`src/include/mgmt_params.svh`:
```
// Constants for the PHY management access unit: byte offsets, field positions, command
// codes and timing. Assumes a 40 MHz core clock and byte-wide register ports.
`ifndef MGMT_PARAMS_SVH
`define MGMT_PARAMS_SVH

// ----------------------------------------
// Register byte offsets
// ----------------------------------------
`define OFS_CS_LO 12'h510
`define OFS_CS_HI 12'h511
`define OFS_PHY_SEL 12'h512
`define OFS_REG_SEL 12'h513
`define OFS_DATA_LO 12'h514
`define OFS_DATA_HI 12'h515
`define OFS_NM_OWN 12'h516
`define OFS_HP_OWN 12'h517

// ----------------------------------------
// Fields and codes
// ----------------------------------------
`define CMD_IDLE 2'b00
`define CMD_READ 2'b01
`define CMD_WRITE 2'b10
`define CMD_BAD 2'b11
`define PHY_ADDR_OFFSET 5'h00
`define OWN_BIT 0
`define FORCE_BIT 1
`define WE_BIT 0

// ----------------------------------------
// Frame layout and timing
// ----------------------------------------
`define FRAME_HEAD 34'h3_ffff_fffd
`define OP_READ 2'b10
`define OP_WRITE 2'b01
`define TA_CODE 2'b10
`define TA_FIRST_BIT 6'd46
`define TA_LAST_BIT 6'd47
`define LAST_BIT 6'd63
`define CLK_PERIOD_NS 25
`define MDC_PERIOD_NS 400
`define MDC_HALF_CYC ((`MDC_PERIOD_NS / 2 + `CLK_PERIOD_NS - 1) / `CLK_PERIOD_NS)

`endif

```
`src/include/mgmt_types_pkg.sv`:
```
// Types shared by the PHY management access unit.
// Assumes the constants header is included by each design file.
package mgmt_types_pkg;
    typedef enum logic {ENG_IDLE, ENG_RUN} eng_state_type;
    typedef logic [7:0] byte_type;
endpackage : mgmt_types_pkg

```
`src/logic/phy_mgmt_access_unit.sv`:
```
// PHY management access unit: register bytes for both sides, ownership, command control.
// Assumes byte-wide register ports on the core clock; frame start and access end pulses
// and the configuration load status come from logic on the same clock.
`timescale 1ns/1ps
`include "mgmt_params.svh"
module phy_mgmt_access_unit (
    input wire logic MCLK_I,
    input wire logic SYS_RST_I,
    input wire logic NM_WR_I,
    input wire logic [11:0] NM_ADDR_I,
    input wire logic [7:0] NM_WDATA_I,
    output logic [7:0] NM_RDATA_O,
    input wire logic HP_WR_I,
    input wire logic [11:0] HP_ADDR_I,
    input wire logic [7:0] HP_WDATA_I,
    output logic [7:0] HP_RDATA_O,
    input wire logic FRAME_SOF_I,
    input wire logic HP_ACCESS_END_I,
    input wire logic EE_LOAD_DONE_I,
    input wire logic EE_LOAD_OK_I,
    input wire logic EE_LINK_DET_I,
    output logic LINK_DET_EN_O,
    output logic MDC_O,
    input wire logic MDIO_I,
    output logic MDIO_O,
    output logic MDIO_OE_O
);
    import mgmt_types_pkg::*;

    // ----------------------------------------
    // Register state
    // ----------------------------------------
    logic [1:0] cmd;
    logic cmd_err;
    logic rd_err;
    logic we;
    logic [4:0] phy_sel;
    logic [4:0] reg_sel;
    logic [15:0] data;
    logic nm_own;
    logic force_bit;
    logic host_own;
    logic ee_seen;
    logic link_det;

    // ----------------------------------------
    // Engine hookup
    // ----------------------------------------
    logic busy;
    logic done;
    logic eng_rd_err;
    logic [15:0] eng_rdata;
    logic start;

    // ----------------------------------------
    // Write decode
    // ----------------------------------------
    logic own_wr;
    logic [11:0] own_addr;
    logic [7:0] own_data;
    logic own_is_nm;
    logic cmd_wr;
    logic [1:0] cmd_code;
    logic we_eff;
    logic nm_cs_lo_wr;
    logic [15:0] cs_view;
    logic [11:0] rd_addr [2];
    byte_type rd_data [2];

    // Owner is the master side unless the host holds ownership
    assign own_is_nm = !host_own;

    // Only the owner's write goes through, and nothing while busy
    always_comb
    begin
        own_wr = 1'b0;
        own_addr = NM_ADDR_I;
        own_data = NM_WDATA_I;
        if (own_is_nm)
            own_wr = NM_WR_I && !busy;
        else
        begin
            own_wr = HP_WR_I && !busy;
            own_addr = HP_ADDR_I;
            own_data = HP_WDATA_I;
        end
    end

    // Host ownership forces write enable on
    assign we_eff = we || host_own;

    // Command byte write and its decode
    assign cmd_wr = own_wr && (own_addr == `OFS_CS_HI);
    assign cmd_code = own_data[1:0];
    assign start = cmd_wr && ((cmd_code == `CMD_READ) ||
                              (cmd_code == `CMD_WRITE && we_eff));
    assign nm_cs_lo_wr = own_wr && own_is_nm && (own_addr == `OFS_CS_LO);

    mdio_frame_engine u_engine (
        .clk_i(MCLK_I),
        .rst_i(SYS_RST_I),
        .start_i(start),
        .read_i(cmd_code == `CMD_READ),
        .phy_i(phy_sel),
        .reg_i(reg_sel),
        .wdata_i(data),
        .mdio_i(MDIO_I),
        .busy_o(busy),
        .done_o(done),
        .rdata_o(eng_rdata),
        .rd_err_o(eng_rd_err),
        .mdc_o(MDC_O),
        .mdio_o(MDIO_O),
        .mdio_oe_o(MDIO_OE_O)
    );

    // ----------------------------------------
    // Command and error bits
    // ----------------------------------------

    // Holds the running command; cleared on the edge where busy falls
    always_ff @(posedge MCLK_I or posedge SYS_RST_I)
    begin
        if (SYS_RST_I)
            cmd <= `CMD_IDLE;
        else if (start)
            cmd <= cmd_code;
        else if (done)
            cmd <= `CMD_IDLE;
    end

    // Invalid code or unenabled write sets; idle code or valid start clears
    always_ff @(posedge MCLK_I or posedge SYS_RST_I)
    begin
        if (SYS_RST_I)
            cmd_err <= 1'b0;
        else if (cmd_wr && !start && cmd_code != `CMD_IDLE)
            cmd_err <= 1'b1;
        else if (cmd_wr)
            cmd_err <= 1'b0;
    end

    // Failed frame sets, any accepted write of this register clears; set wins
    always_ff @(posedge MCLK_I or posedge SYS_RST_I)
    begin
        if (SYS_RST_I)
            rd_err <= 1'b0;
        else if (done && cmd == `CMD_READ && eng_rd_err)
            rd_err <= 1'b1;
        else if (own_wr && (own_addr == `OFS_CS_LO || own_addr == `OFS_CS_HI))
            rd_err <= 1'b0;
    end

    // Master-only write enable, self-clearing; a same-cycle write beats the clear
    always_ff @(posedge MCLK_I or posedge SYS_RST_I)
    begin
        if (SYS_RST_I)
            we <= 1'b0;
        else if (nm_cs_lo_wr)
            we <= own_data[`WE_BIT];
        else if (FRAME_SOF_I || HP_ACCESS_END_I)
            we <= 1'b0;
    end

    // ----------------------------------------
    // Address and data registers
    // ----------------------------------------

    // PHY and register selects, owner writes only while idle
    always_ff @(posedge MCLK_I or posedge SYS_RST_I)
    begin
        if (SYS_RST_I)
        begin
            phy_sel <= 5'h00;
            reg_sel <= 5'h00;
        end
        else
        begin
            if (own_wr && own_addr == `OFS_PHY_SEL)
                phy_sel <= own_data[4:0];
            if (own_wr && own_addr == `OFS_REG_SEL)
                reg_sel <= own_data[4:0];
        end
    end

    // Data word: software bytes, or the returned word at read completion
    always_ff @(posedge MCLK_I or posedge SYS_RST_I)
    begin
        if (SYS_RST_I)
            data <= 16'h0000;
        else if (done && cmd == `CMD_READ && !eng_rd_err)
            data <= eng_rdata;
        else if (own_wr && own_addr == `OFS_DATA_LO)
            data[7:0] <= own_data;
        else if (own_wr && own_addr == `OFS_DATA_HI)
            data[15:8] <= own_data;
    end

    // ----------------------------------------
    // Ownership
    // ----------------------------------------

    // Master claim only while the host holds nothing
    always_ff @(posedge MCLK_I or posedge SYS_RST_I)
    begin
        if (SYS_RST_I)
            nm_own <= 1'b0;
        else if (NM_WR_I && NM_ADDR_I == `OFS_NM_OWN && !host_own)
            nm_own <= NM_WDATA_I[`OWN_BIT];
    end

    // Force bit is the master's at any time
    always_ff @(posedge MCLK_I or posedge SYS_RST_I)
    begin
        if (SYS_RST_I)
            force_bit <= 1'b0;
        else if (NM_WR_I && NM_ADDR_I == `OFS_HP_OWN)
            force_bit <= NM_WDATA_I[`FORCE_BIT];
    end

    // Host takeover; the force bit takes precedence and returns control
    always_ff @(posedge MCLK_I or posedge SYS_RST_I)
    begin
        if (SYS_RST_I)
            host_own <= 1'b0;
        else if (force_bit || (NM_WR_I && NM_ADDR_I == `OFS_HP_OWN &&
                 NM_WDATA_I[`FORCE_BIT]))
            host_own <= 1'b0;
        else if (HP_WR_I && HP_ADDR_I == `OFS_HP_OWN && !nm_own)
            host_own <= HP_WDATA_I[`OWN_BIT];
    end

    // ----------------------------------------
    // Link detection from configuration load
    // ----------------------------------------

    // Only the first load after reset counts, pass or fail
    always_ff @(posedge MCLK_I or posedge SYS_RST_I)
    begin
        if (SYS_RST_I)
        begin
            ee_seen <= 1'b0;
            link_det <= 1'b0;
        end
        else if (EE_LOAD_DONE_I && !ee_seen)
        begin
            ee_seen <= 1'b1;
            link_det <= EE_LOAD_OK_I && EE_LINK_DET_I;
        end
    end
    assign LINK_DET_EN_O = link_det;

    // ----------------------------------------
    // Read path
    // ----------------------------------------

    // Status word as both sides see it
    assign cs_view = {busy, cmd_err, rd_err, 3'b000, cmd, `PHY_ADDR_OFFSET,
                      link_det, 1'b1, we_eff};

    function automatic byte_type read_byte(input logic [11:0] a);
        byte_type v;
        v = 8'h00;
        unique case (a)
            `OFS_CS_LO: v = cs_view[7:0];
            `OFS_CS_HI: v = cs_view[15:8];
            `OFS_PHY_SEL: v = {3'b000, phy_sel};
            `OFS_REG_SEL: v = {3'b000, reg_sel};
            `OFS_DATA_LO: v = data[7:0];
            `OFS_DATA_HI: v = data[15:8];
            `OFS_NM_OWN: v = {7'h00, nm_own};
            `OFS_HP_OWN: v = {6'h00, force_bit, host_own};
            default: v = 8'h00;
        endcase
        return v;
    endfunction : read_byte

    assign rd_addr[0] = NM_ADDR_I;
    assign rd_addr[1] = HP_ADDR_I;

    // One registered read port per side; unmapped bytes read zero
    for (genvar s = 0; s < 2; s++)
    begin : g_rd
        always_ff @(posedge MCLK_I or posedge SYS_RST_I)
        begin
            if (SYS_RST_I)
                rd_data[s] <= 8'h00;
            else
                rd_data[s] <= read_byte(rd_addr[s]);
        end
    end
    assign NM_RDATA_O = rd_data[0];
    assign HP_RDATA_O = rd_data[1];

    // ----------------------------------------
    // Checks
    // ----------------------------------------

    a_busy_shows_cmd: assert property (@(posedge MCLK_I) disable iff (SYS_RST_I)
        busy |-> (cmd == `CMD_READ || cmd == `CMD_WRITE))
        else $error("busy without a running command");

    a_start_busy: assert property (@(posedge MCLK_I) disable iff (SYS_RST_I)
        start |=> busy && cmd == $past(cmd_code))
        else $error("accepted command did not start");

    a_cmd_self_clear: assert property (@(posedge MCLK_I) disable iff (SYS_RST_I)
        $fell(busy) |-> cmd == `CMD_IDLE)
        else $error("command field not cleared at end");

    a_idle_clears: assert property (@(posedge MCLK_I) disable iff (SYS_RST_I)
        cmd_wr && cmd_code == `CMD_IDLE |=> !cmd_err && !rd_err)
        else $error("idle code left an error set");

    a_bad_cmd_err: assert property (@(posedge MCLK_I) disable iff (SYS_RST_I)
        cmd_wr && (cmd_code == `CMD_BAD || (cmd_code == `CMD_WRITE && !we_eff))
        |=> cmd_err && !busy)
        else $error("invalid command not flagged");

    a_busy_locks: assert property (@(posedge MCLK_I) disable iff (SYS_RST_I)
        busy |=> $stable(phy_sel) && $stable(reg_sel))
        else $error("select changed while busy");

    a_nonowner_drop: assert property (@(posedge MCLK_I) disable iff (SYS_RST_I)
        HP_WR_I && !NM_WR_I && !host_own && HP_ADDR_I == `OFS_PHY_SEL
        |=> $stable(phy_sel))
        else $error("non-owner write took effect");

    a_host_we_one: assert property (@(posedge MCLK_I) disable iff (SYS_RST_I)
        host_own |-> cs_view[`WE_BIT])
        else $error("write enable not one under host");

    a_sof_clears_we: assert property (@(posedge MCLK_I) disable iff (SYS_RST_I)
        (FRAME_SOF_I || HP_ACCESS_END_I) && !nm_cs_lo_wr |=> !we)
        else $error("write enable survived frame start");

    a_link_det_gate: assert property (@(posedge MCLK_I) disable iff (SYS_RST_I)
        !ee_seen |-> !link_det)
        else $error("link detection before configuration");

    a_first_load: assert property (@(posedge MCLK_I) disable iff (SYS_RST_I)
        ee_seen |=> $stable(link_det))
        else $error("later load changed link detection");

    a_force_drops: assert property (@(posedge MCLK_I) disable iff (SYS_RST_I)
        force_bit |=> !host_own)
        else $error("host kept ownership under force");

endmodule : phy_mgmt_access_unit

```
`src/logic/mdio_frame_engine.sv`:
```
// Serial management frame engine: one 64-bit frame per start, MDC made by a divider.
// Assumes start is only raised while idle; MDIO input arrives from the pin unsynchronised.
`timescale 1ns/1ps
`include "mgmt_params.svh"
module mdio_frame_engine (
    input wire logic clk_i,
    input wire logic rst_i,
    input wire logic start_i,
    input wire logic read_i,
    input wire logic [4:0] phy_i,
    input wire logic [4:0] reg_i,
    input wire logic [15:0] wdata_i,
    input wire logic mdio_i,
    output logic busy_o,
    output logic done_o,
    output logic [15:0] rdata_o,
    output logic rd_err_o,
    output logic mdc_o,
    output logic mdio_o,
    output logic mdio_oe_o
);
    import mgmt_types_pkg::*;

    eng_state_type state;
    logic mdio_meta;
    logic mdio_sync;
    logic [3:0] div_cnt;
    logic tick;
    logic [5:0] bit_cnt;
    logic [5:0] next_bit;
    logic [63:0] shift;
    logic rd_mode;

    // Two flops on the pin before anything looks at it
    always_ff @(posedge clk_i or posedge rst_i)
    begin
        if (rst_i)
        begin
            mdio_meta <= 1'b0;
            mdio_sync <= 1'b0;
        end
        else
        begin
            mdio_meta <= mdio_i;
            mdio_sync <= mdio_meta;
        end
    end

    // MDC half-period divider, held in reset while idle
    assign tick = (state == ENG_RUN) && (div_cnt == 4'(`MDC_HALF_CYC - 1));
    always_ff @(posedge clk_i or posedge rst_i)
    begin
        if (rst_i)
            div_cnt <= 4'h0;
        else if (state != ENG_RUN || tick)
            div_cnt <= 4'h0;
        else
            div_cnt <= div_cnt + 4'h1;
    end

    assign busy_o = (state == ENG_RUN);
    assign done_o = tick && mdc_o && (bit_cnt == `LAST_BIT);
    assign next_bit = bit_cnt + 6'd1;

    // Frame sequencer: drive on MDC fall, release the line from turnaround on reads
    always_ff @(posedge clk_i or posedge rst_i)
    begin
        if (rst_i)
        begin
            state <= ENG_IDLE;
            shift <= 64'h0;
            bit_cnt <= 6'd0;
            rd_mode <= 1'b0;
            mdc_o <= 1'b0;
            mdio_o <= 1'b0;
            mdio_oe_o <= 1'b0;
        end
        else if (state == ENG_IDLE && start_i)
        begin
            // Preamble, start, opcode, addresses, turnaround, data
            shift <= {`FRAME_HEAD, read_i ? `OP_READ : `OP_WRITE, phy_i, reg_i,
                      `TA_CODE, wdata_i};
            state <= ENG_RUN;
            bit_cnt <= 6'd0;
            rd_mode <= read_i;
            mdc_o <= 1'b0;
            mdio_o <= 1'b1;
            mdio_oe_o <= 1'b1;
        end
        else if (tick && !mdc_o)
            mdc_o <= 1'b1;
        else if (tick)
        begin
            mdc_o <= 1'b0;
            if (bit_cnt == `LAST_BIT)
            begin
                state <= ENG_IDLE;
                mdio_oe_o <= 1'b0;
            end
            else
            begin
                bit_cnt <= next_bit;
                shift <= {shift[62:0], 1'b0};
                mdio_o <= shift[62];
                mdio_oe_o <= !(rd_mode && next_bit >= `TA_FIRST_BIT);
            end
        end
    end

    // Capture on MDC rise; a high second turnaround bit means nobody answered
    always_ff @(posedge clk_i or posedge rst_i)
    begin
        if (rst_i)
        begin
            rdata_o <= 16'h0000;
            rd_err_o <= 1'b0;
        end
        else if (state == ENG_IDLE && start_i)
            rd_err_o <= 1'b0;
        else if (tick && !mdc_o && rd_mode && bit_cnt == `TA_LAST_BIT)
            rd_err_o <= mdio_sync;
        else if (tick && !mdc_o && rd_mode && bit_cnt > `TA_LAST_BIT)
            rdata_o <= {rdata_o[14:0], mdio_sync};
    end

    a_ta_release: assert property (@(posedge clk_i) disable iff (rst_i)
        busy_o && rd_mode && bit_cnt >= `TA_FIRST_BIT |-> !mdio_oe_o)
        else $error("line driven during read turnaround");

    a_done_at_end: assert property (@(posedge clk_i) disable iff (rst_i)
        done_o |=> !busy_o && !mdc_o)
        else $error("engine still busy after frame end");

endmodule : mdio_frame_engine

```
`config.mk`:
```
export PLATFORM = sky130hd
export DESIGN_NAME = phy_mgmt_access_unit
export DESIGN_NICKNAME = d
export VERILOG_FILES = /design/src/include/mgmt_types_pkg.sv /design/src/logic/phy_mgmt_access_unit.sv /design/src/logic/mdio_frame_engine.sv
export VERILOG_INCLUDE_DIRS = /design/src /design/src/include
export SDC_FILE = /design/constraint.sdc
export NUM_CORES = 1
export LEC_CHECK = 0
export ABC_CLOCK_PERIOD_IN_PS = 4800
export BUFFER_PORTS_ARGS = -buffer_cell sky130_fd_sc_hd__buf_4
export CAP_MARGIN = 20
export CORE_UTILIZATION = 45
export CTS_CLUSTER_SIZE = 16
export DETAILED_ROUTE_END_ITERATION = 7
export PLACE_DENSITY = 0.66
export SYNTH_ARGS = -nofsm -noshare
export SYNTH_HDL_FRONTEND = slang
export SYNTH_SLANG_ARGS = --single-unit
```
`constraint.sdc`:
```
create_clock -name MCLK_I -period 4.8 [get_ports MCLK_I]
set_clock_uncertainty 0.2 [all_clocks]
set_input_delay 0.72 -clock MCLK_I [delete_from_list [all_inputs] [get_ports MCLK_I]]
set_output_delay 0.72 -clock MCLK_I [all_outputs]
set_load 0.02 [all_outputs]
```
==> results by group <==
Flow run
  • Max_cap viols: 0

Place
  • Final HPWL DP: 11.9 mm
  • Buffers on Ports: 69
  • Worst slack, placed: 1.56 ns
  • GP Congestion: 0.892

Layout
  • Fillers: 1,344
  • Share of layout cells above drive strength 1: 20.5%
  • Most frequent cells in the layout: dfrtp_1, nand2_1, buf_4
  • Synth-to-Final Area Change: 18.3%
  • ANT cells: 0
  • Final net count: 805
  • Commonest non-fill, non-tap cell in the layout: dfrtp_1

Die
  • Chip height: 128 µm
  • Core area: 15,400 µm²
  • Die width: 128 µm
  • Io pins: 70
  • Die Footprint: 16,500 µm²
  • Starting Density: 46.8%
  • FP Rows: 45

Routing
  • Routed wire length: 17.0 mm
  • Via-per-instance ratio: 5.57
  • Post-detailed-route count of antenna-violating nets: 0
  • DRT iter0 DRCs: 509
  • Via count: 5,436
  • Wire per inst: 17.4 µm
  • Drt first pass iters: 5
  • Residual DRC count: 0

Outcome
  • Status: finished clean

Setup path
  • Worst setup EP type: flop
  • Crit path largest cell delay: 0.98 ns
  • Arr. time, crit path: 3.40 ns
  • Setup Crit Path Kind: flop to flop
  • Slowest CP cell: dfrtp_1
  • Crit path top cell by count: o21ai_0
  • Largest fanout on the critical path: 46
  • Startpoint types: flop
  • Worst path cell trace: o21ai_0 > o221ai_4 > buf_4 > o21ai_0 > a32o_1
  • CP required: 4.90 ns

Timing
  • Max-slew violations: 0
  • Unrepaired setup endpoints after global routing: false
  • Fin crit period: 3.30 ns
  • Slew margin rel.: 35.0%
  • Setup_tns: 0 ns
  • Final period util: 68.7%
  • Setup Viol. Count Final: 0
  • Achievable Freq: 303 MHz
  • Worst slew pin tran: 0.971 ns
  • Endpoints failing hold: 0
  • Worst setup margin: 1.50 ns

Synth
  • Number of synthesized flops with an enable pin: 0
  • Mapped cell area: 7190 µm²
  • Sequential area share after synthesis: 51.9%
  • Syn Inst Count: 698
  • Mean Syn Cell Area: 10.3 µm²
  • FFs w/ async S/R, synth: 100%
  • Flop and latch count out of synthesis: 149
  • Top_reg_cell synth: dfrtp_1
  • Synth cell types: 67
  • Synthesized Nets: 751
  • Yosys warns: 0

Clock tree
  • Total CTS buffers: 17
  • Resize count post-CTS: 0
  • Worst skew pair latency: 0.42 ns
  • # H-tree levels: 4
  • Hold_buf cts: 0
  • Clk slew on worst S/H paths: 0.07 ns
  • CTS tree: built
  • Root Driver: clkbuf_16
  • Clk sinks: 149
  • Clock Tree Buf Depth: 2
  • Post-CTS Setup Bufs: 0

Global routing
  • Largest net degree at the start of global routing: 150
  • Antenna violations before repair: 0
  • Global Route Usage Sum: 22.3%
  • First-pass GRT wire length: 27.9 mm
  • Vias in the first global route: 5,262
  • GR Overflow Total: 0

Power and ir drop
  • Overall power: 2800 µW
  • Leakage: 0.00399 µW
  • Power Dens Cells: 330 nW/µm²
  • Peak supply drop: 0.000231 V

Hold path
  • Hold crit path type: flop to flop
==> final timing paths <==
path | start | end | slack, ns | depth (start not counted)
setup / recovery | host_own$_DFFE_PP0P_ | u_engine.shift[28]$_DFFE_PP0P_ | 1.50 | 5
hold / removal | u_engine.mdio_meta$_DFF_PP0_ | u_engine.mdio_sync$_DFF_PP0_ | 0.15 | 0
setup reg to reg | host_own$_DFFE_PP0P_ | u_engine.shift[28]$_DFFE_PP0P_ | 1.50 | 5
hold reg to reg | u_engine.mdio_meta$_DFF_PP0_ | u_engine.mdio_sync$_DFF_PP0_ | 0.15 | 0
max in group asynchronous | SYS_RST_I | phy_sel[2]$_DFFE_PP0P_ | 3.46 | 3
min in group asynchronous | SYS_RST_I | NM_RDATA_O[2]$_DFF_PP0_ | 0.27 | 3
==> metal layers <==
| layer | GRT usage [%] | share of wire [%] | vias up |
|---|---|---|---|
| met5 | 0 | 0 | - |
| met4 | 6.02 | 1.1 | 0 |
| met3 | 4.53 | 4.9 | 21 |
| met2 | 35.9 | 48 | 145 |
| met1 | 30.7 | 46 | 2717 |
| li1 | - | - | 2553 |
==> area by class of cell <==
type / count / area (µm²) / share of cell area (%)
Clock buffer: 19 / 443 / 5.21
Clock inverter: 13 / 194 / 2.28
Inverter: 19 / 75.1 / 0.883
Multi-Input combinational cell: 490 / 3230 / 37.9
Sequential cell: 149 / 3730 / 43.8
Tap cell: 211 / 264 / 3.10
Timing Repair Buffer: 75 / 576 / 6.77
==> Yosys cell counts, drive strengths merged (4+ instances only) <==
cell | count | area, µm²
inv | 19 | 71.3
a21oi | 37 | 196
a32o | 4 | 40.0
dfrtp | 149 | 3730
nand2 | 117 | 439
mux2 | 36 | 405
buf | 18 | 93.8
or3 | 4 | 25.0
and2 | 6 | 37.5
nor2 | 53 | 199
nand3 | 47 | 260
clkbuf | 22 | 82.6
mux2i | 54 | 541
nand3b | 4 | 30.0
xnor2 | 5 | 43.8
o21ai | 36 | 184
and3 | 6 | 37.5
nor4 | 4 | 50.1
nand4 | 4 | 25.0
nor3 | 7 | 56.3
a22oi | 7 | 52.6
==> flip-flops by register name (all words and copies together), names as in the netlist, 2 cells and up <==
| name | count |
|---|---|
| u_engine.div_cnt | 4 |
| phy_sel | 5 |
| HP_RDATA_O | 8 |
| data | 16 |
| u_engine.bit_cnt | 6 |
| reg_sel | 5 |
| u_engine.rdata_o | 16 |
| u_engine.shift | 63 |
| NM_RDATA_O | 8 |
| cmd | 2 |
==> critical path: cells and delay by family, from the launching register on <==
kind / cells / cell delay [ns]
AO/OA/AOI/OAI: 4 / 1.49
buffers and inverters: 1 / 0.49
flip-flops: 1 / 0.98
==> power by group <==
| part | internal [µW] | switching (µW) | leakage [µW] | total, µW |
|---|---|---|---|---|
| sequential | 1260 | 4.18 | 0.00162 | 1260 |
| combinational | 45.8 | 67.0 | 0.00206 | 113 |
| clock | 892 | 536 | 0.000303 | 1430 |
==> cell families (layout without fill, tap and decap cells) <==
| logic type | Yosys count | count (layout) | share of synthesized area (%) |
|---|---|---|---|
| AO/OA/AOI/OAI | 114 | 114 | 10.3 |
| XOR/XNOR | 8 | 8 | 0.975 |
| adder cells (fa/ha/maj) | 3 | 3 | 0.522 |
| buffers and inverters | 59 | 126 | 3.45 |
| flip-flops | 149 | 149 | 51.9 |
| multiplexers | 91 | 91 | 13.5 |
| AND/OR/NAND/NOR | 274 | 274 | 19.4 |
==> stage by stage <==
stage                     area [µm²]  hold slack [ns]  instances  utilization, %
final                           8510            0.147        976            55.3
after global routing            8510            0.166        976            55.3
after CTS                       8510            0.151        976            55.3
after detailed placement        7870            0.137        944            51.2
after global placement          7870            0.137        944            51.2
after floorplan                 7190            0.131        698               -
Note: power is estimated with default switching activity, not from simulation.
